===== config.mk =====
export PLATFORM = sky130hd
export DESIGN_NAME = accel_register_readout
export DESIGN_NICKNAME = d
export VERILOG_FILES = /design/src/logic/accel_register_readout.v
export VERILOG_INCLUDE_DIRS = /design/src /design/src/logic
export SDC_FILE = /design/constraint.sdc
export NUM_CORES = 1
export LEC_CHECK = 0
export BUFFER_PORTS_ARGS = -buffer_cell sky130_fd_sc_hd__buf_2
export CAP_MARGIN = 20
export CORE_UTILIZATION = 32
export DETAILED_ROUTE_END_ITERATION = 8
export GPL_ROUTABILITY_DRIVEN = 0
export SYNTH_ARGS = -nofsm -noshare
export SYNTH_HDL_FRONTEND = slang
export SYNTH_SLANG_ARGS = --single-unit
export TNS_END_PERCENT = 10

===== constraint.sdc =====
create_clock -name sys_clk_i -period 15.05 [get_ports sys_clk_i]
set_clock_uncertainty 0.05 [all_clocks]
set_input_delay 4.515 -clock sys_clk_i [delete_from_list [all_inputs] [get_ports sys_clk_i]]
set_output_delay 4.515 -clock sys_clk_i [all_outputs]
set_load 0.005 [all_outputs]

===== src/logic/accel_readout_regs.vh =====
/*
 Register offsets, field positions, reset values and timing counts
 for the accelerometer register readout block. Definitions only.
*/
`ifndef ACCEL_READOUT_REGS_VH
`define ACCEL_READOUT_REGS_VH

`define ADDR_IDENTIFICATION 8'h00
`define ADDR_FAULT_REPORT 8'h02
`define ADDR_SAMPLE_STATUS 8'h03
`define ADDR_X_RESULT_LOW 8'h12
`define ADDR_X_RESULT_HIGH 8'h13
`define ADDR_Y_RESULT_LOW 8'h14
`define ADDR_Y_RESULT_HIGH 8'h15
`define ADDR_Z_RESULT_LOW 8'h16
`define ADDR_Z_RESULT_HIGH 8'h17
`define ADDR_TIMESTAMP_LOW 8'h18
`define ADDR_TIMESTAMP_MID 8'h19
`define ADDR_TIMESTAMP_HIGH 8'h1A
`define ADDR_IRQ_STATUS 8'h1D
`define ADDR_THERMAL_HIGH 8'h22
`define ADDR_THERMAL_LOW 8'h23
`define ADDR_SAMPLING_CONFIG 8'h40
`define ADDR_FULL_SCALE_SELECT 8'h41
`define ADDR_IRQ_PIN_A_SETUP 8'h53
`define ADDR_IRQ_PIN_B_SETUP 8'h54
`define ADDR_IRQ_PIN_ROUTING 8'h58
`define ADDR_TEST_EXCITATION 8'h6D
`define ADDR_POWER_SAVING_CONFIG 8'h7C
`define ADDR_POWER_SWITCH 8'h7D
`define ADDR_RESET_COMMAND 8'h7E

`define RST_SAMPLING_CONFIG 8'hA8
`define RST_FULL_SCALE_SELECT 8'h01
`define RST_POWER_SAVING_CONFIG 8'h03
`define RST_SAMPLE_STATUS 8'h10
`define RST_ZERO 8'h00

`define MASK_FULL_SCALE_SELECT 8'h03
`define MASK_IRQ_PIN_SETUP 8'h1E
`define MASK_IRQ_PIN_ROUTING 8'h44

`define RESET_COMMAND_BYTE 8'hB6
`define ERR_CODE_NONE 3'h0
`define ERR_CODE_BAD_CONFIG 3'h1
`define BIT_READY 7
`define BIT_FATAL 0
`define ERR_CODE_LSB 2

`define CLK_PERIOD_PS 10000
`define TICK_PERIOD_PS 39062500
`define TICK_CYCLES (`TICK_PERIOD_PS / `CLK_PERIOD_PS)
`define THERMAL_PERIOD_MS 1280
`define THERMAL_CYCLES (`THERMAL_PERIOD_MS * 100000)
`define SOFT_RESET_DELAY_CYCLES 16

`endif


===== src/logic/accel_register_readout.v =====
/*
 Register file of the accelerometer readout: identification, faults,
 status, axis results with read lock, timestamp, interrupt status and
 temperature. Assumes a serial front end (SPI or I2C) already decoded
 into single-cycle read and write strobes with an 8-bit address, and a
 sensor core delivering samples with a one-cycle strobe and temperature as a level.
*/
// Functional notes
// - Lowest address reads a fixed identification byte; writes ignored.
// - Error bits 4:2 report zero for none, one for invalid sampling config.
// - Fatal flag in bit 0 set on boot/power fault, cleared only by resets.
// - Status bit 7 set by new sample, cleared by any axis result read.
// - Each axis is signed 16 bits, low byte then high byte, x y z ascending.
// - Reading a low byte freezes that axis high byte until it is read.
// - Free-running 24-bit timestamp, low byte steps every 3906 cycles (39.06 us), wraps.
// - Timestamp seen as low, mid, high bytes, each carrying from below.
// - Interrupt status bit 7 set by new sample, cleared by reading it.
// - Temperature is 11-bit signed: 10:3 in high byte, 2:0 in low byte top.
// - Temperature registers refresh once every 1.28 s, holding between.
// - Eight-bit registers in an 8-bit address space behind own select.
// - Writing the reset command byte restores defaults after a delay.
`timescale 1ns/100ps
`include "accel_readout_regs.vh"

module accel_register_readout #(
  parameter TICK_CYCLES = `TICK_CYCLES,
  parameter THERMAL_CYCLES = `THERMAL_CYCLES,
  parameter [7:0] IDENTIFICATION_BYTE = 8'h5A
) (
  // Clock and reset
  input wire sys_clk_i,
  input wire resetn_i,
  // Register access from the serial front end
  input wire reg_sel_i,
  input wire reg_rd_i,
  input wire reg_wr_i,
  input wire [7:0] reg_addr_i,
  input wire [7:0] reg_wdata_i,
  output reg [7:0] reg_rdata_o,
  output reg reg_rvalid_o,
  // Sensor core
  input wire sample_valid_i,
  input wire [15:0] sample_x_i,
  input wire [15:0] sample_y_i,
  input wire [15:0] sample_z_i,
  input wire [10:0] thermal_i,
  input wire core_fault_i,
  // Configuration and data-ready flag towards the core and pin logic
  output reg [7:0] sampling_config_o,
  output reg [1:0] full_scale_o,
  output reg [7:0] test_excitation_o,
  output reg [7:0] power_saving_o,
  output reg [7:0] power_switch_o,
  output reg [7:0] irq_pin_a_setup_o,
  output reg [7:0] irq_pin_b_setup_o,
  output reg route_ready_to_pin_a_o,
  output reg route_ready_to_pin_b_o,
  output reg data_ready_o
);

  localparam ST_RUN = 2'b01;
  localparam ST_SRST = 2'b10;

  // Counter end points sized once here, so no compare silently truncates
  localparam [31:0] SRST_LAST = `SOFT_RESET_DELAY_CYCLES - 1;
  localparam [31:0] TICK_LAST = TICK_CYCLES - 1;
  localparam [31:0] THERM_LAST = THERMAL_CYCLES - 1;

  reg rst_meta_r;
  reg rst_sync_r;
  reg [1:0] state_r;
  reg [4:0] srst_cnt_r;
  reg [7:0] conf_r;
  reg [7:0] range_r;
  reg [7:0] pin_a_r;
  reg [7:0] pin_b_r;
  reg [7:0] route_r;
  reg [7:0] selftest_r;
  reg [7:0] pwr_conf_r;
  reg [7:0] pwr_ctrl_r;
  reg fatal_r;
  reg drdy_r;
  reg int_drdy_r;
  reg [15:0] ax_r [0:2];
  reg [7:0] high_hold_r [0:2];
  reg [2:0] lock_r;
  reg [23:0] stamp_r;
  reg [31:0] tick_cnt_r;
  reg [31:0] therm_cnt_r;
  reg [10:0] therm_r;
  reg [7:0] rdata_nxt;
  reg [2:0] err_code;
  integer i;

  wire rd = reg_sel_i & reg_rd_i;
  wire wr = reg_sel_i & reg_wr_i & (state_r == ST_RUN);
  wire soft_rst = wr & (reg_addr_i == `ADDR_RESET_COMMAND) & (reg_wdata_i == `RESET_COMMAND_BYTE);
  wire cfg_reset = (state_r == ST_SRST) & (srst_cnt_r == 5'h00);
  wire axis_rd = rd & (reg_addr_i >= `ADDR_X_RESULT_LOW) & (reg_addr_i <= `ADDR_Z_RESULT_HIGH);

  // Axis index of a result address
  function [1:0] axis_of;
    input [7:0] addr;
    reg [7:0] offset;
    begin
      offset = addr - `ADDR_X_RESULT_LOW;
      axis_of = offset[2:1];
    end
  endfunction

  // Valid sampling config: bandwidth 8..A, rate 5..C
  function config_ok;
    input [7:0] c;
    begin
      config_ok = (c[7:4] >= 4'h8) && (c[7:4] <= 4'hA) && (c[3:0] >= 4'h5) && (c[3:0] <= 4'hC);
    end
  endfunction

  always @(posedge sys_clk_i or negedge resetn_i) begin
    if (!resetn_i) begin
      rst_meta_r <= 1'b0;
      rst_sync_r <= 1'b0;
    end else begin
      rst_meta_r <= 1'b1;
      rst_sync_r <= rst_meta_r;
    end
  end

  always @* begin
    err_code = config_ok(conf_r) ? `ERR_CODE_NONE : `ERR_CODE_BAD_CONFIG;
  end

  // Read mux; reserved addresses and bits yield zero
  always @* begin
    rdata_nxt = 8'h00;
    case (reg_addr_i)
      `ADDR_IDENTIFICATION: rdata_nxt = IDENTIFICATION_BYTE;
      `ADDR_FAULT_REPORT: rdata_nxt = {3'h0, err_code, 1'b0, fatal_r};
      // Bit 4 keeps its reset one; only bit 7 is live
      `ADDR_SAMPLE_STATUS: rdata_nxt = {drdy_r, 7'h00} | `RST_SAMPLE_STATUS;
      `ADDR_X_RESULT_LOW: rdata_nxt = ax_r[0][7:0];
      `ADDR_Y_RESULT_LOW: rdata_nxt = ax_r[1][7:0];
      `ADDR_Z_RESULT_LOW: rdata_nxt = ax_r[2][7:0];
      `ADDR_X_RESULT_HIGH: rdata_nxt = lock_r[0] ? high_hold_r[0] : ax_r[0][15:8];
      `ADDR_Y_RESULT_HIGH: rdata_nxt = lock_r[1] ? high_hold_r[1] : ax_r[1][15:8];
      `ADDR_Z_RESULT_HIGH: rdata_nxt = lock_r[2] ? high_hold_r[2] : ax_r[2][15:8];
      `ADDR_TIMESTAMP_LOW: rdata_nxt = stamp_r[7:0];
      `ADDR_TIMESTAMP_MID: rdata_nxt = stamp_r[15:8];
      `ADDR_TIMESTAMP_HIGH: rdata_nxt = stamp_r[23:16];
      `ADDR_IRQ_STATUS: rdata_nxt = {int_drdy_r, 7'h00};
      `ADDR_THERMAL_HIGH: rdata_nxt = therm_r[10:3];
      `ADDR_THERMAL_LOW: rdata_nxt = {therm_r[2:0], 5'h00};
      `ADDR_SAMPLING_CONFIG: rdata_nxt = conf_r;
      `ADDR_FULL_SCALE_SELECT: rdata_nxt = range_r;
      `ADDR_IRQ_PIN_A_SETUP: rdata_nxt = pin_a_r;
      `ADDR_IRQ_PIN_B_SETUP: rdata_nxt = pin_b_r;
      `ADDR_IRQ_PIN_ROUTING: rdata_nxt = route_r;
      `ADDR_TEST_EXCITATION: rdata_nxt = selftest_r;
      `ADDR_POWER_SAVING_CONFIG: rdata_nxt = pwr_conf_r;
      `ADDR_POWER_SWITCH: rdata_nxt = pwr_ctrl_r;
      default: rdata_nxt = 8'h00;
    endcase
  end

  // Soft reset sequencer; host writes are ignored while it runs
  // Dropping writes avoids a config half applied then overwritten
  always @(posedge sys_clk_i or negedge rst_sync_r) begin
    if (!rst_sync_r) begin
      state_r <= ST_RUN;
      srst_cnt_r <= 5'h00;
    end else begin
      case (state_r)
        ST_RUN: begin
          if (soft_rst) begin
            state_r <= ST_SRST;
            srst_cnt_r <= SRST_LAST[4:0];
          end
        end
        ST_SRST: begin
          if (srst_cnt_r == 5'h00) begin
            state_r <= ST_RUN;
          end else begin
            srst_cnt_r <= srst_cnt_r - 5'h01;
          end
        end
        default: state_r <= ST_RUN;
      endcase
    end
  end

  // Writable configuration; read-only registers have no write path
  always @(posedge sys_clk_i or negedge rst_sync_r) begin
    if (!rst_sync_r) begin
      conf_r <= `RST_SAMPLING_CONFIG;
      range_r <= `RST_FULL_SCALE_SELECT;
      pin_a_r <= `RST_ZERO;
      pin_b_r <= `RST_ZERO;
      route_r <= `RST_ZERO;
      selftest_r <= `RST_ZERO;
      pwr_conf_r <= `RST_POWER_SAVING_CONFIG;
      pwr_ctrl_r <= `RST_ZERO;
    end else if (cfg_reset) begin
      conf_r <= `RST_SAMPLING_CONFIG;
      range_r <= `RST_FULL_SCALE_SELECT;
      pin_a_r <= `RST_ZERO;
      pin_b_r <= `RST_ZERO;
      route_r <= `RST_ZERO;
      selftest_r <= `RST_ZERO;
      pwr_conf_r <= `RST_POWER_SAVING_CONFIG;
      pwr_ctrl_r <= `RST_ZERO;
    end else if (wr) begin
      case (reg_addr_i)
        `ADDR_SAMPLING_CONFIG: conf_r <= reg_wdata_i;
        `ADDR_FULL_SCALE_SELECT: range_r <= reg_wdata_i & `MASK_FULL_SCALE_SELECT;
        `ADDR_IRQ_PIN_A_SETUP: pin_a_r <= reg_wdata_i & `MASK_IRQ_PIN_SETUP;
        `ADDR_IRQ_PIN_B_SETUP: pin_b_r <= reg_wdata_i & `MASK_IRQ_PIN_SETUP;
        `ADDR_IRQ_PIN_ROUTING: route_r <= reg_wdata_i & `MASK_IRQ_PIN_ROUTING;
        `ADDR_TEST_EXCITATION: selftest_r <= reg_wdata_i;
        `ADDR_POWER_SAVING_CONFIG: pwr_conf_r <= reg_wdata_i;
        `ADDR_POWER_SWITCH: pwr_ctrl_r <= reg_wdata_i;
        default: conf_r <= conf_r;
      endcase
    end
  end

  // Flags: a new sample in the same cycle as a clearing read wins
  // Losing a sample event is worse than a spare ready report
  always @(posedge sys_clk_i or negedge rst_sync_r) begin
    if (!rst_sync_r) begin
      fatal_r <= 1'b0;
      drdy_r <= 1'b0;
      int_drdy_r <= 1'b0;
    end else begin
      if (cfg_reset) begin
        fatal_r <= 1'b0;
      end else if (core_fault_i) begin
        fatal_r <= 1'b1;
      end
      if (sample_valid_i) begin
        drdy_r <= 1'b1;
      end else if (axis_rd) begin
        drdy_r <= 1'b0;
      end
      if (sample_valid_i) begin
        int_drdy_r <= 1'b1;
      end else if (rd && reg_addr_i == `ADDR_IRQ_STATUS) begin
        int_drdy_r <= 1'b0;
      end
    end
  end

  // Axis results with high-byte lock
  // Lock is per axis, so interleaved axis reads stay coherent
  // Limitation: a high read without a low read is never locked
  always @(posedge sys_clk_i or negedge rst_sync_r) begin
    if (!rst_sync_r) begin
      lock_r <= 3'h0;
      for (i = 0; i < 3; i = i + 1) begin
        ax_r[i] <= 16'h0000;
        high_hold_r[i] <= 8'h00;
      end
    end else begin
      if (sample_valid_i) begin
        ax_r[0] <= sample_x_i;
        ax_r[1] <= sample_y_i;
        ax_r[2] <= sample_z_i;
      end
      if (axis_rd) begin
        if (reg_addr_i[0] == 1'b0) begin
          lock_r[axis_of(reg_addr_i)] <= 1'b1;
          high_hold_r[axis_of(reg_addr_i)] <= ax_r[axis_of(reg_addr_i)][15:8];
        end else begin
          lock_r[axis_of(reg_addr_i)] <= 1'b0;
        end
      end
    end
  end

  // Timestamp and temperature; counters keep running through soft reset
  // Host time base stays continuous across a soft reset
  // Tick period is rounded down to whole clock cycles
  always @(posedge sys_clk_i or negedge rst_sync_r) begin
    if (!rst_sync_r) begin
      stamp_r <= 24'h000000;
      tick_cnt_r <= 32'h00000000;
      therm_cnt_r <= 32'h00000000;
      therm_r <= 11'h000;
    end else begin
      if (tick_cnt_r == TICK_LAST) begin
        tick_cnt_r <= 32'h00000000;
        stamp_r <= stamp_r + 24'h000001;
      end else begin
        tick_cnt_r <= tick_cnt_r + 32'h00000001;
      end
      if (therm_cnt_r == THERM_LAST) begin
        therm_cnt_r <= 32'h00000000;
        therm_r <= thermal_i;
      end else begin
        therm_cnt_r <= therm_cnt_r + 32'h00000001;
      end
    end
  end

  // Registered outputs
  // One cycle of latency buys glitch-free pins
  always @(posedge sys_clk_i or negedge rst_sync_r) begin
    if (!rst_sync_r) begin
      reg_rdata_o <= 8'h00;
      reg_rvalid_o <= 1'b0;
      sampling_config_o <= `RST_SAMPLING_CONFIG;
      full_scale_o <= 2'h1;
      test_excitation_o <= 8'h00;
      power_saving_o <= `RST_POWER_SAVING_CONFIG;
      power_switch_o <= 8'h00;
      irq_pin_a_setup_o <= 8'h00;
      irq_pin_b_setup_o <= 8'h00;
      route_ready_to_pin_a_o <= 1'b0;
      route_ready_to_pin_b_o <= 1'b0;
      data_ready_o <= 1'b0;
    end else begin
      reg_rdata_o <= rd ? rdata_nxt : 8'h00;
      reg_rvalid_o <= rd;
      sampling_config_o <= conf_r;
      full_scale_o <= range_r[1:0];
      test_excitation_o <= selftest_r;
      power_saving_o <= pwr_conf_r;
      power_switch_o <= pwr_ctrl_r;
      irq_pin_a_setup_o <= pin_a_r;
      irq_pin_b_setup_o <= pin_b_r;
      route_ready_to_pin_a_o <= route_r[2];
      route_ready_to_pin_b_o <= route_r[6];
      data_ready_o <= int_drdy_r;
    end
  end

endmodule


**After elaboration in Yosys (flattened, before gate mapping)**

Index checks and enable logic that the tools add are counted.

- $lt $le $gt $ge: 10
- Reduce and logical (&&, ||, !) cells: 32
- Bitwise gates (word level): 13
- Muxes and demuxes: 53
- $add $sub $neg: 5
- Equal/unequal tests: 31

Operators with widths:

| kind | number |
|---|---|
| two-way mux 8 bit | 29 |
| one-hot mux 8 bit (23 select lines) | 1 |
| == test 8 x 5 -> 1 bit (second input constant) | 10 |
| == test 8 x 7 -> 1 bit (second input constant) | 9 |
| adder 32 x 1 -> 32 bit (second input constant) | 2 |
| two-way mux 32 bit | 2 |
| binary-select mux 16 bit (select 2 bit) | 1 |
| == test 32 x 12 -> 1 bit (second input constant) | 1 |
| == test 32 x 27 -> 1 bit (second input constant) | 1 |
| two-way mux 16 bit | 2 |
| nonzero test 2 bit | 13 |
| adder 24 x 1 -> 24 bit (second input constant) | 1 |
| bitwise mux 24 bit | 1 |
| AND reduction 2 bit | 10 |
| demux 8 bit (select 2 bit) | 1 |
| == test 8 x 2 -> 1 bit (second input constant) | 2 |
| == test 8 x 6 -> 1 bit (second input constant) | 2 |
| two-way mux 5 bit | 2 |
| one-hot mux 5 bit (2 select lines) | 1 |
| AND 1 bit | 8 |
| == test 8 bit (second input constant) | 1 |
| >= comparator 8 x 5 -> 1 bit (second input constant) | 1 |
| less-or-equal comparator 4 bit (second input constant) | 2 |
| less-or-equal comparator 8 x 5 -> 1 bit (second input constant) | 1 |
| 26 further kinds | 40 |

- Register bits after elaboration: 312
- Logic and storage cells: 182
- Output and inout port bits: 62
- Input bits: 82

**Depth between registers and ports, before layout**

Gate-level depths: netlist (run 1).

- Word-level depth: 8
- Gate-level depth with buffers: 11
- Depth with buffers taken out: 8

**Least setup slack after synthesis (run 1)**

Ideal clock, no wire load.

- Path kind: input to register
- Start point: in reg_addr_i[1]
- End point: reg high_hold_r[13] in the netlist's numbering
- Buffers on the path: 5
- Library setup time: 0.128 ns
- Path slack: 7.821 ns
- Arrival: 7.051 ns
- Stages: 10
- Data required time: 14.872 ns
- Cell sequence: clkbuf_1 > buf_1 > clkinv_1 > clkbuf_1 > ha_1 > clkbuf_1 > buf_1 > mux2i_1 > o22ai_1 > mux2_1

- Cells in the longest elaborated chain, start to end: 7
- Elaborated cells between the ends (all ways): 16
- Those cells by class: 1 x add/sub; 4 x order compare; 6 x mux; 3 x bitwise; 2 x reduce/logical

Ends and longest elaborated chain:

| what | RTL line | RTL |
|---|---|---|
| start: declaration | accel_register_readout.v:37 | `input wire [7:0] reg_addr_i,` |
| subtractor 3 x 2 -> 3 bit (no source line) | - |  |
| NOT 2 -> 3 bit (implied by the code) | accel_register_readout.v:271 | `high_hold_r[axis_of(reg_addr_i)] <= ax_r[axis_of(reg_addr_i)][15:8];` |
| >= comparator 3 bit (implied by the code) or < comparator 3 x 1 -> 1 bit (tied branches) | accel_register_readout.v:271 |  |
| logical AND 1 bit (implied by the code) | accel_register_readout.v:271 |  |
| two-way mux 8 bit (implied by the code) | accel_register_readout.v:271 |  |
| demux 8 bit (select 2 bit) | accel_register_readout.v:271 |  |
| bitwise mux 24 bit | accel_register_readout.v:271 |  |
| end signal: indexed assignment | accel_register_readout.v:271 |  |
| end: declaration | accel_register_readout.v:85 | `reg [7:0] high_hold_r [0:2];` |

Several ways; a longest one is shown, not always the timed one. The select of a mux whose other input is x is not followed.
A chain may end at the register's enable or synchronous reset.

**Worst setup path in the final report (run 1)**

- Start point: in reg_addr_i[0]
- End point: reg selftest_r[0]

- Cells in the longest elaborated chain, start to end: 3

Ends and longest elaborated chain:

| what | RTL line | RTL |
|---|---|---|
| == test 8 x 7 -> 1 bit | accel_register_readout.v:212 | `case (reg_addr_i)` |
| nonzero test 2 bit (no source line) | - |  |
| AND reduction 2 bit (no source line) | - |  |
| end signal: assignment | accel_register_readout.v:199 | `` selftest_r <= `RST_ZERO; `` |
| end signal: assignment | accel_register_readout.v:208 | `` selftest_r <= `RST_ZERO; `` |
| end signal: assignment | accel_register_readout.v:218 | `` `ADDR_TEST_EXCITATION: selftest_r <= reg_wdata_i; `` |
| end: declaration | accel_register_readout.v:78 | `reg [7:0] selftest_r;` |

No other way between the ends.

==> flow_summary.yaml, run 1 <==
timing:
  final.min_clock_period_ns: 6.73
  postLayoutSetupSlackWorst_ns: 8.32
  timing.hold.ws_ns: 0.297
  slew_headroom: 0.254
  worst_pin_slew_ns: 1.11
  setup_viol: 0
  timing.setup.tns_ns: 0
  final_max_slew_viol_count: 0
  fmaxAchievable_mhz: 149
  timing.final.crit_share: 0.447
  setup_repair_after_global_routing_missed_its_margin: "no"
  finalHoldViolations: 0
synthesis:
  largest_cells_by_area_after_synthesis: "sky130_fd_sc_hd__dfrtp_1, sky130_fd_sc_hd__mux2_2, sky130_fd_sc_hd__mux2i_1, sky130_fd_sc_hd__xnor2_1, sky130_fd_sc_hd__dfstp_2"
  synthCells: 1131
  muxShareOfSynthArea: 0.131
  synth_adder_area_share: 0.00872
  syn-cell-area_um2: 12900
  post_synthesis_register_bit_count: 284
  postSynth.topFlopCell: "sky130_fd_sc_hd__dfrtp_1"
  netlist-cell-type-count: 70
  synth_warn: 0
  synthesis.area_per_instance_um2: 11.4
  post-synth-top-area-fraction: 0.525
  yosys.area_share.xor_xnor: 0.0583
  synth_simple_gate_area_share: 0.155
  compound_gate_portion_of_the_synthesized_area: 0.0671
  ys_seq_area_frac: 0.552
  fraction_of_synthesis_flops_using_an_asynchronous_set_or_reset_pin: 1.00
  netlist.top_cell.by_area: "sky130_fd_sc_hd__dfrtp_1"
  synth-edff-count: 0
  synth_top_family_by_area: "simple AND/OR/NAND/NOR gates"
setup_path:
  r2r_end: "stamp_r[20]"
  worstSetupPathType: "input port to flip-flop"
  rrSetupSlack_ns: 12.37
  worst-path-max-fanout: 35
  regToRegStartpoint: "tick_cnt_r[1]"
  timing.critical_path.from: "reg_addr_i[0]"
  critical_path.endpoint_type: "flip-flop"
  reg2regPathDepth: 8
  timing.critical_path.arrival_ns: 7.11
  critPathRequiredTime_ns: 15.43
  start_kind: "input port"
place:
  pre_cts_slack_ns: 7.58
  dpl.hpwl_um: 25100
  placement.io_buffers: 135
  numPlacedInstances: 1745
  dpl-instance-area_um2: 14100
final_layout:
  fill_cells: 3969
  ff_latch_area_um2: 7130
  final_design_area_no_fill_um2: 15300
  final_core_utilization: 0.384
  final_net_count: 1348
  final_layout_size_suffix_gt1_frac: 0.244
  stdcell_count: 1808
  multi_input_area_um2: 5470
  flow.area_growth_from_synthesis_pct: 18.1
pwr:
  vdd_drop_max_mv: 0.0632
  total_power_mw: 1.70
  leakagePower_nw: 6.93
  powerDensity_nw_per_um2: 112
route:
  drtIter0Drc: 768
  detail_route.vias_per_cell: 5.21
  num_vias: 9412
  routed_wirelength_um: 34700
  detailedRoute.firstPassIterationCount: 5
  drc_errors: 0
  drt-wirelength-per-cell_um: 19.2
  drtAntennaViolNets: 0
clock_network:
  cts_hold_repair.buffers: 0
  post_cts.resized_instances: 0
  clock_insertion_delay_worst_skew_ns: 0.56
  clk_root_buffer_cell: "sky130_fd_sc_hd__clkbuf_16"
  clk_pin_slew_ns: 0.06
  post_cts.repair.setup_buffers: 0
  number_of_buffers_created_by_cts: 31
  h-tree-depth: 1
  max-clock-path-buffers: 3
  cts_tree: "built"
  clock_sink_total: 284
worst_hold_path:
  timing.hold.worst_path_depth: 0
  min_to: "rst_sync_r"
  hold_path.class: "flip-flop to flip-flop"
  timing.hold.worst.start: "rst_meta_r"
grt:
  grt_max_degree: 86
  first_global_vias: 9390
  number_of_antenna_violations_at_the_first_check_in_global_routing: 2
  first_pass_grt_wire_length_um: 55000
  global_route.overflow_total: 0
  grt_usage: 0.170
floorplan:
  design.core.area_um2: 39700
  die_height_um: 203
  design.die.area_um2: 41200
  floorplan.initialDensity: 0.325
  die_w_um: 203
  pin_count: 144
  std_cell_rows: 73
run:
  maxCapViolCount: 0
run_status:
  run_status: "complete, no violations"
==> layer usage <==
layer | vias up | wire (µm) | track usage
met3 | 45 | 2310 | 0.0295
met1 | 4749 | 16100 | 0.249
met4 | 2 | 803 | 0.0440
li1 | 4285 | - | -
met5 | - | 13 | 0
met2 | 331 | 15500 | 0.258
==> final cells by class <==
class                           instances  area share
Sequential cell                       284       0.467
Multi-Input combinational cell        770       0.359
Clock buffer                           39      0.0561
Timing Repair Buffer                  150      0.0551
Tap cell                              525      0.0431
Clock inverter                         19      0.0148
Inverter                               20     0.00492
Antenna cell                            1    0.000164
==> synth_stat cells, types with 3 or more instances <==
cell / instances
sky130_fd_sc_hd__a21oi_1: 39
sky130_fd_sc_hd__a221oi_1: 6
sky130_fd_sc_hd__a22o_1: 4
sky130_fd_sc_hd__a22oi_1: 14
sky130_fd_sc_hd__a311oi_1: 4
sky130_fd_sc_hd__a31oi_1: 9
sky130_fd_sc_hd__a32oi_1: 8
sky130_fd_sc_hd__a41oi_1: 3
sky130_fd_sc_hd__and2_1: 6
sky130_fd_sc_hd__and3_1: 16
sky130_fd_sc_hd__and4_1: 10
sky130_fd_sc_hd__buf_1: 8
sky130_fd_sc_hd__buf_2: 7
sky130_fd_sc_hd__buf_4: 8
sky130_fd_sc_hd__clkbuf_1: 41
sky130_fd_sc_hd__dfrtp_1: 271
sky130_fd_sc_hd__dfstp_2: 13
sky130_fd_sc_hd__ha_1: 9
sky130_fd_sc_hd__inv_1: 18
sky130_fd_sc_hd__mux2_1: 24
sky130_fd_sc_hd__mux2_2: 78
sky130_fd_sc_hd__mux2i_1: 52
sky130_fd_sc_hd__nand2_1: 85
sky130_fd_sc_hd__nand2_4: 3
sky130_fd_sc_hd__nand2b_1: 9
sky130_fd_sc_hd__nand3_1: 66
sky130_fd_sc_hd__nand4_1: 25
sky130_fd_sc_hd__nor2_1: 90
sky130_fd_sc_hd__nor2b_1: 3
sky130_fd_sc_hd__nor3_1: 21
sky130_fd_sc_hd__nor4_1: 12
sky130_fd_sc_hd__nor4_2: 3
sky130_fd_sc_hd__nor4b_1: 7
sky130_fd_sc_hd__o211ai_1: 4
sky130_fd_sc_hd__o21ai_0: 14
sky130_fd_sc_hd__o22ai_1: 11
sky130_fd_sc_hd__or3_1: 3
sky130_fd_sc_hd__xnor2_1: 56
sky130_fd_sc_hd__xor2_1: 30
==> cell families (layout without fill, tap and decap cells) <==
logic type                 Yosys count  count (layout)
AOI/OAI and AO/OA                  129             129
muxes                              155             155
and+or+nand+nor                    382             382
xor gates and xnor gates            86              86
adders and majority gates            9               9
DFF                                284             284
buffers and inverters               84             228
other                                2              10
==> state kept, by name, indices dropped and copies added (netlist names), 11 cells and up, named ones only <==
| name | count |
|---|---|
| high_hold_r | 24 |
| ax_r | 48 |
| therm_cnt_r | 32 |
| therm_r | 11 |
| stamp_r | 24 |
| tick_cnt_r | 32 |
==> critical path, stage by stage <==
cell and delay, ns:
sky130_fd_sc_hd__buf_2 0.08, sky130_fd_sc_hd__buf_4 0.44, sky130_fd_sc_hd__nand2b_1 0.43, sky130_fd_sc_hd__nor4_2 0.61, sky130_fd_sc_hd__and2_0 0.69, sky130_fd_sc_hd__mux2i_1 0.26
sky130_fd_sc_hd__nor2_1 0.05
==> report_power, final <==
part	switching (mW)	total (mW)	internal [mW]	leakage [nW]
registers	0.0236	0.810	0.786	3.74
clock network	0.316	0.790	0.474	0.528
logic	0.0596	0.102	0.0427	2.66
==> cell usage in the layout (no fill, tap or decap), types with 10 or more instances in the layout <==
cell type                   instances
sky130_fd_sc_hd__mux2i_1           52
sky130_fd_sc_hd__mux2_1            24
sky130_fd_sc_hd__nand3_1           66
sky130_fd_sc_hd__nor3_1            21
sky130_fd_sc_hd__nand2_1           85
sky130_fd_sc_hd__buf_2            135
sky130_fd_sc_hd__nand4_1           25
sky130_fd_sc_hd__a21oi_1           39
sky130_fd_sc_hd__nor4_1            12
sky130_fd_sc_hd__inv_1             18
sky130_fd_sc_hd__clkbuf_16         31
sky130_fd_sc_hd__buf_4             12
sky130_fd_sc_hd__and4_1            10
sky130_fd_sc_hd__and3_1            16
sky130_fd_sc_hd__dfrtp_1          270
sky130_fd_sc_hd__xor2_1            30
sky130_fd_sc_hd__xnor2_1           56
sky130_fd_sc_hd__o22ai_1           11
sky130_fd_sc_hd__nor2_1            90
sky130_fd_sc_hd__dfstp_2           13
sky130_fd_sc_hd__a22oi_1           14
sky130_fd_sc_hd__o21ai_0           14
sky130_fd_sc_hd__mux2_2            78
==> how the worst max path moves through the flow <==
stage | end | cells after the start
floorplan | async pin | 0
global placement | reg_rdata_o[2] | 6
detailed placement | reg_rdata_o[2] | 6
CTS | reg_rdata_o[2] | 6
global route | selftest_r[0] | 7
finish | selftest_r[0] | 7
(Power assumes the default switching activity.)
==> run 2, diff against run 1 <==
- ABC_AREA: unset -> 1
- clock period: 15.05 -> 5.4 ns (I/O delays scaled with it)
==> run 2 against run 1 <==
  * Final area rose by 5.6%
  * Global-route usage is 0.92 points higher
  * Routed wire length increased by 13%
  * Cell count is 38% higher
  * Count of clock-buffer cells in the layout increased by 6
  * Non-clock buffer count shrank 10
  * Via count grew 26%
  * Synthesized cell count increased by 55%
  * Sequential share of layout area fell by 2.5 points
  * Largest cell class unchanged
==> flow_summary.yaml, run 2 <==
timing:
  setup_viol: 0
  worst_pin_slew_ns: 1.02
  final.min_clock_period_ns: 3.15
  fmaxAchievable_mhz: 317
  timing.hold.ws_ns: 0.237
  setup_repair_after_global_routing_missed_its_margin: "no"
  timing.setup.tns_ns: 0
  timing.final.crit_share: 0.584
  final_max_slew_viol_count: 0
  postLayoutSetupSlackWorst_ns: 2.25
  slew_headroom: 0.315
  finalHoldViolations: 0
setup_path:
  worstSetupPathType: "input port to flip-flop"
  critPathTopFamily: "simple AND/OR/NAND/NOR gates"
  timing.critical_path.arrival_ns: 3.61
  rrSetupSlack_ns: 2.63
  critical_path.endpoint_type: "flip-flop"
  start_kind: "input port"
  regToRegStartpoint: "therm_cnt_r[0]"
  timing.critical_path.from: "reg_addr_i[7]"
  cp_cell_sequence: "buf_2 -> inv_1 -> nand2_1 -> nor2_1 -> nand4_1 -> nand3b_1 -> nand2_1 -> nand2_1 -> nand2_1"
  cp_slowest_stage_delay_ns: 0.79
  critPathRequiredTime_ns: 5.85
  critical_path_depth: 9
  crit_slowest_cell: "sky130_fd_sc_hd__nor2_1"
  worst-path-max-fanout: 14
  r2r_end: "therm_cnt_r[25]"
  path_common_cell: "sky130_fd_sc_hd__nand2_1"
  reg2regPathDepth: 10
  cp-endpoint: "srst_cnt_r[0]"
  worstPathBufferInverterCount: 2
final_layout:
  final_layout_size_suffix_gt1_frac: 0.130
  most-common-layout-cells: "sky130_fd_sc_hd__nand2_1, sky130_fd_sc_hd__dfrtp_1, sky130_fd_sc_hd__nor2_1"
  regMostFlops: "ax_r"
  final_core_utilization: 0.380
  insertedDiodeCount: 0
  largest_register_ffs: 48
  final_net_count: 1977
  layout.cells.most_common: "sky130_fd_sc_hd__nand2_1"
  largestRegisters: "ax_r x48, therm_cnt_r x32, tick_cnt_r x32"
  flow.area_growth_from_synthesis_pct: 16.4
  stdcell_count: 2487
clock_network:
  clk_pin_slew_ns: 0.07
  number_of_buffers_created_by_cts: 30
  post_cts.resized_instances: 0
  clock_sink_total: 284
  h-tree-depth: 1
  cts_hold_repair.buffers: 0
  max-clock-path-buffers: 3
  clock_insertion_delay_worst_skew_ns: 0.57
  post_cts.repair.setup_buffers: 0
  cts_tree: "built"
  clk_root_buffer_cell: "sky130_fd_sc_hd__clkbuf_16"
place:
  pre_cts_slack_ns: 1.71
  numPlacedInstances: 2430
  placement.io_buffers: 135
  dpl.hpwl_um: 29700
run:
  maxCapViolCount: 0
synthesis:
  synthCells: 1756
  postSynth.topFlopCell: "sky130_fd_sc_hd__dfrtp_1"
  post_synthesis_register_bit_count: 284
  largest_cells_by_area_after_synthesis: "sky130_fd_sc_hd__dfrtp_1, sky130_fd_sc_hd__nand2_1, sky130_fd_sc_hd__nor2_1, sky130_fd_sc_hd__inv_1, sky130_fd_sc_hd__nand3_1"
  netlist.top_cell.by_area: "sky130_fd_sc_hd__dfrtp_1"
  syn-cell-area_um2: 13800
  post-synth-top-area-fraction: 0.490
  leading_cell_type_by_number_of_instances_after_synthesis: "sky130_fd_sc_hd__nand2_1"
  synth_warn: 0
  synthesis.area_per_instance_um2: 7.88
  netlist-cell-type-count: 37
  synth-edff-count: 0
  fraction_of_synthesis_flops_using_an_asynchronous_set_or_reset_pin: 1.00
  ys_seq_area_frac: 0.515
  synth_commonest_cells: "sky130_fd_sc_hd__nand2_1, sky130_fd_sc_hd__dfrtp_1, sky130_fd_sc_hd__nor2_1"
worst_hold_path:
  hold_path.class: "flip-flop to async pin"
grt:
  number_of_antenna_violations_at_the_first_check_in_global_routing: 0
  global_route.overflow_total: 0
  grt_usage: 0.179
  first_pass_grt_wire_length_um: 62900
  grt_max_degree: 174
  first_global_vias: 11400
floorplan:
  floorplan.initialDensity: 0.327
  die_height_um: 210
  pin_count: 144
  design.die.area_um2: 44100
  design.core.area_um2: 42300
  std_cell_rows: 75
  die_w_um: 210
route:
  drtAntennaViolNets: 0
  detail_route.vias_per_cell: 4.78
  routed_wirelength_um: 39300
  detailedRoute.firstPassIterationCount: 5
  drc_errors: 0
  drtIter0Drc: 1203
  drt-wirelength-per-cell_um: 15.8
  num_vias: 11900
pwr:
  powerDensity_nw_per_um2: 286
  leakagePower_nw: 8.04
  vdd_drop_max_mv: 0.228
run_status:
  run_status: "complete, no violations"
[run 2: cell count changes after synthesis, sizes merged, moves of 11 or more]
cell / delta
a21oi: -21
and3: -15
clkbuf: -22
inv: +161
mux2: -102
mux2i: -52
nand2: +478
nand3: +53
nor2: +125
o21ai: +140
o22ai: -11
xnor2: -46
xor2: +28
[run 2: how the worst min path moves through the flow]
stage | endpoint | slack, ns | depth (start not counted)
detailed placement | therm_cnt_r[30] | 0.26 | 0
CTS | therm_cnt_r[17] | 0.27 | 0
global route | therm_cnt_r[17] | 0.30 | 0
finish | therm_cnt_r[17] | 0.24 | 0
global placement | therm_cnt_r[31] | 0.26 | 0
floorplan | rst_sync_r | 0.28 | 0
[run 2: power by group]
| part | internal [mW] | leakage, nW | switching (mW) |
|---|---|---|---|
| Combinational | 0.0712 | 3.75 | 0.177 |
| Clock | 1.25 | 0.503 | 0.861 |
| Sequential | 2.19 | 3.78 | 0.0478 |
| Total | 3.51 | 8.04 | 1.09 |
[run 2: cells by family (layout without fill, tap and decap cells)]
logic type / count (synthesis) / count (layout) / share of synthesized area
buf+inv: 228 / 375 / 0.0666
compound gates: 184 / 184 / 0.0696
flops: 284 / 284 / 0.515
simple gates: 981 / 981 / 0.297
xor+xnor: 68 / 68 / 0.0430
fa+ha+maj: 9 / 9 / 0.00814
other cells: 2 / 9 / 0.000543
[run 2: through the flow]
stage	cell area (µm²)	total power, mW
after floorplan	13900	2.40
after global placement	15100	2.52
after detailed placement	15100	2.52
after CTS	16100	4.64
after global routing	16100	4.76
final	16100	4.60
[run 2: routing by layer]
layer / up-vias / share of wire / global-route usage
met5: - / 0 / 0
met4: 0 / 0.022 / 0.0408
met3: 63 / 0.075 / 0.0335
met2: 422 / 0.42 / 0.263
met1: 5605 / 0.48 / 0.271
li1: 5789 / - / -
[run 2: layout make-up]
type / instances / area [µm²]
Clock inverter: 11 / 118
Multi-Input combinational cell: 1251 / 5830
Tap cell: 577 / 722
Sequential cell: 284 / 7130
Timing Repair Buffer: 140 / 726
Inverter: 179 / 672
Fill cell: 4357 / 26200
Clock buffer: 45 / 908
==> run 3, diff against run 2 <==
- clock period: 5.4 -> 3 ns (I/O delays scaled with it)
==> run 3 against run 2 <==
  * Via count increased by 2.2%
  * Count of clock-buffer cells in the layout fell by 1
  * Combinational power rose by 84%
  * First-iteration DRC count up 7.3%
  * Sequential cell count unchanged
  * Critical path depth did not move
  * Worst hold slack worse by 0.13 ns
  * Critical path type unchanged
  * Largest power group is now the clock network
  * Highest routed layer unchanged
==> flow_summary.yaml, run 3 (synthesis results as in run 2) <==
setup_path:
  worstSetupPathType: "input port to flip-flop"
  critPathRequiredTime_ns: 3.37
  timing.critical_path.arrival_ns: 2.73
  worst-path-max-fanout: 16
  critical_path.endpoint_type: "flip-flop"
  start_kind: "input port"
  reg2regPathDepth: 11
pwr:
  switching_share: 0.246
  share_comb_of_total_power: 0.052
  total_power_mw: 8.72
  power.internal_mw: 6.58
  leakagePower_nw: 8.19
  pwr-share-clk: 0.485
  power_frac_seq: 0.463
  switching_power_mw: 2.14
  powerDensity_nw_per_um2: 532
  vdd_drop_max_mv: 0.339
timing:
  setup_repair_after_global_routing_missed_its_margin: "no"
  final_max_slew_viol_count: 0
  timing.final.crit_share: 0.785
  postLayoutSetupSlackWorst_ns: 0.645
  setup_viol: 0
  fmaxAchievable_mhz: 425
  timing.setup.tns_ns: 0
  finalHoldViolations: 0
  worst_pin_slew_ns: 0.808
  slew_headroom: 0.461
  final.min_clock_period_ns: 2.36
place:
  dpl-instance-area_um2: 15200
  placement.io_buffers: 135
  dpl.hpwl_um: 30400
  pre_cts_slack_ns: 0.234
worst_hold_path:
  hold_path.class: "input port to async pin"
floorplan:
  design.die.area_um2: 44100
  die_height_um: 210
  design.core.area_um2: 42300
  std_cell_rows: 75
  die_w_um: 210
  floorplan.initialDensity: 0.327
  pin_count: 144
clock_network:
  h-tree-depth: 2
  max-clock-path-buffers: 3
  clk_root_buffer_cell: "sky130_fd_sc_hd__clkbuf_16"
  post_cts.resized_instances: 0
  cts_tree: "built"
  number_of_buffers_created_by_cts: 34
  clock_sink_total: 284
  post_cts.repair.setup_buffers: 0
  clock_insertion_delay_worst_skew_ns: 0.54
  clk_pin_slew_ns: 0.05
  cts_hold_repair.buffers: 0
route:
  drc_errors: 0
  detail_route.vias_per_cell: 4.84
  routed_wirelength_um: 39700
  num_vias: 12100
  drt-wirelength-per-cell_um: 15.8
  drtAntennaViolNets: 0
  drtIter0Drc: 1291
  detailedRoute.firstPassIterationCount: 6
final_layout:
  insertedDiodeCount: 0
  regMostFlops: "ax_r"
  fill_cells: 4331
  final_design_area_no_fill_um2: 16400
  largest_register_ffs: 48
  largestRegisters: "ax_r x48, therm_cnt_r x32, tick_cnt_r x32"
  final_net_count: 1997
  final_layout_size_suffix_gt1_frac: 0.140
  most-common-layout-cells: "sky130_fd_sc_hd__nand2_1, sky130_fd_sc_hd__dfrtp_1, sky130_fd_sc_hd__nor2_1"
  flow.area_growth_from_synthesis_pct: 18.4
  layout.cells.most_common: "sky130_fd_sc_hd__nand2_1"
grt:
  first_pass_grt_wire_length_um: 64400
  grt_max_degree: 66
  global_route.overflow_total: 0
  first_global_vias: 11700
  number_of_antenna_violations_at_the_first_check_in_global_routing: 0
  grt_usage: 0.183
run_status:
  run_status: "complete, no violations"
run:
  maxCapViolCount: 0
## run 3: cell types whose count changed in the layout (fill, tap and decap cells not counted), moves of 3 or more
| cell | change |
|---|---|
| sky130_fd_sc_hd__clkbuf_16 | +3 |
| sky130_fd_sc_hd__clkbuf_8 | -4 |
| sky130_fd_sc_hd__clkinv_2 | +3 |
| sky130_fd_sc_hd__buf_4 | +14 |
| sky130_fd_sc_hd__inv_6 | +3 |
## run 3: final cells by class
cell class | count | area [µm²] | area share
inverter | 179 | 672 | 0.0410
clock inverter | 18 | 230 | 0.0141
timing repair buffer | 156 | 871 | 0.0532
clock buffer | 44 | 928 | 0.0567
sequential | 284 | 7130 | 0.435
multi-input combinational | 1251 | 5830 | 0.356
tap | 577 | 722 | 0.0441
## run 3: power groups by stage
stage | clock, mW | combinational (mW) | sequential, mW
5_1_grt | 4.48 | 0.517 | 4.04
2_1_floorplan | 0 | 0.224 | 4.10
4_1_cts | 4.31 | 0.459 | 4.03
6_report | 4.22 | 0.457 | 4.03
3_3_place_gp | 0 | 0.452 | 4.10
3_5_place_dp | 0 | 0.458 | 4.10
## run 3: worst paths after layout
path | startpoint | to | slack [ns]
max in group asynchronous | rst_sync_r | power_saving_o[1] | 1.71
worst min-delay path | resetn_i | rst_sync_r | 0.11
worst max-delay path | reg_addr_i[1] | reg_rdata_o[7] | 0.64
min in group sys_clk_i | rst_meta_r | rst_sync_r | 0.30
worst min register to register | rst_meta_r | rst_sync_r | 0.30
worst max register to register | therm_cnt_r[0] | therm_cnt_r[25] | 0.65
## run 3: per-stage QoR
stage / hold WS, ns / util / std cells
2_1_floorplan: 0.281 / - / 1763
3_3_place_gp: 0.287 / 0.360 / 2447
3_5_place_dp: 0.286 / 0.360 / 2447
4_1_cts: 0.0851 / 0.387 / 2509
5_1_grt: 0.0833 / 0.387 / 2509
6_report: 0.108 / 0.387 / 2509
## run 3: worst max-delay path, cell delays in order
cell and delay (ns):
sky130_fd_sc_hd__buf_2 0.24, sky130_fd_sc_hd__inv_2 0.25, sky130_fd_sc_hd__nand2_1 0.20, sky130_fd_sc_hd__nor2_1 0.44, sky130_fd_sc_hd__nand3_1 0.20, sky130_fd_sc_hd__o21ai_1 0.16
sky130_fd_sc_hd__nand3b_1 0.14, sky130_fd_sc_hd__nor2_1 0.04, sky130_fd_sc_hd__nor2_1 0.15
## run 3: metal layers
metal,vias up,track usage,share of wire
li1,5843,-,-
met1,5755,0.278,0.48
met2,471,0.264,0.42
met3,67,0.0317,0.077
met4,0,0.0529,0.026
met5,-,0,0
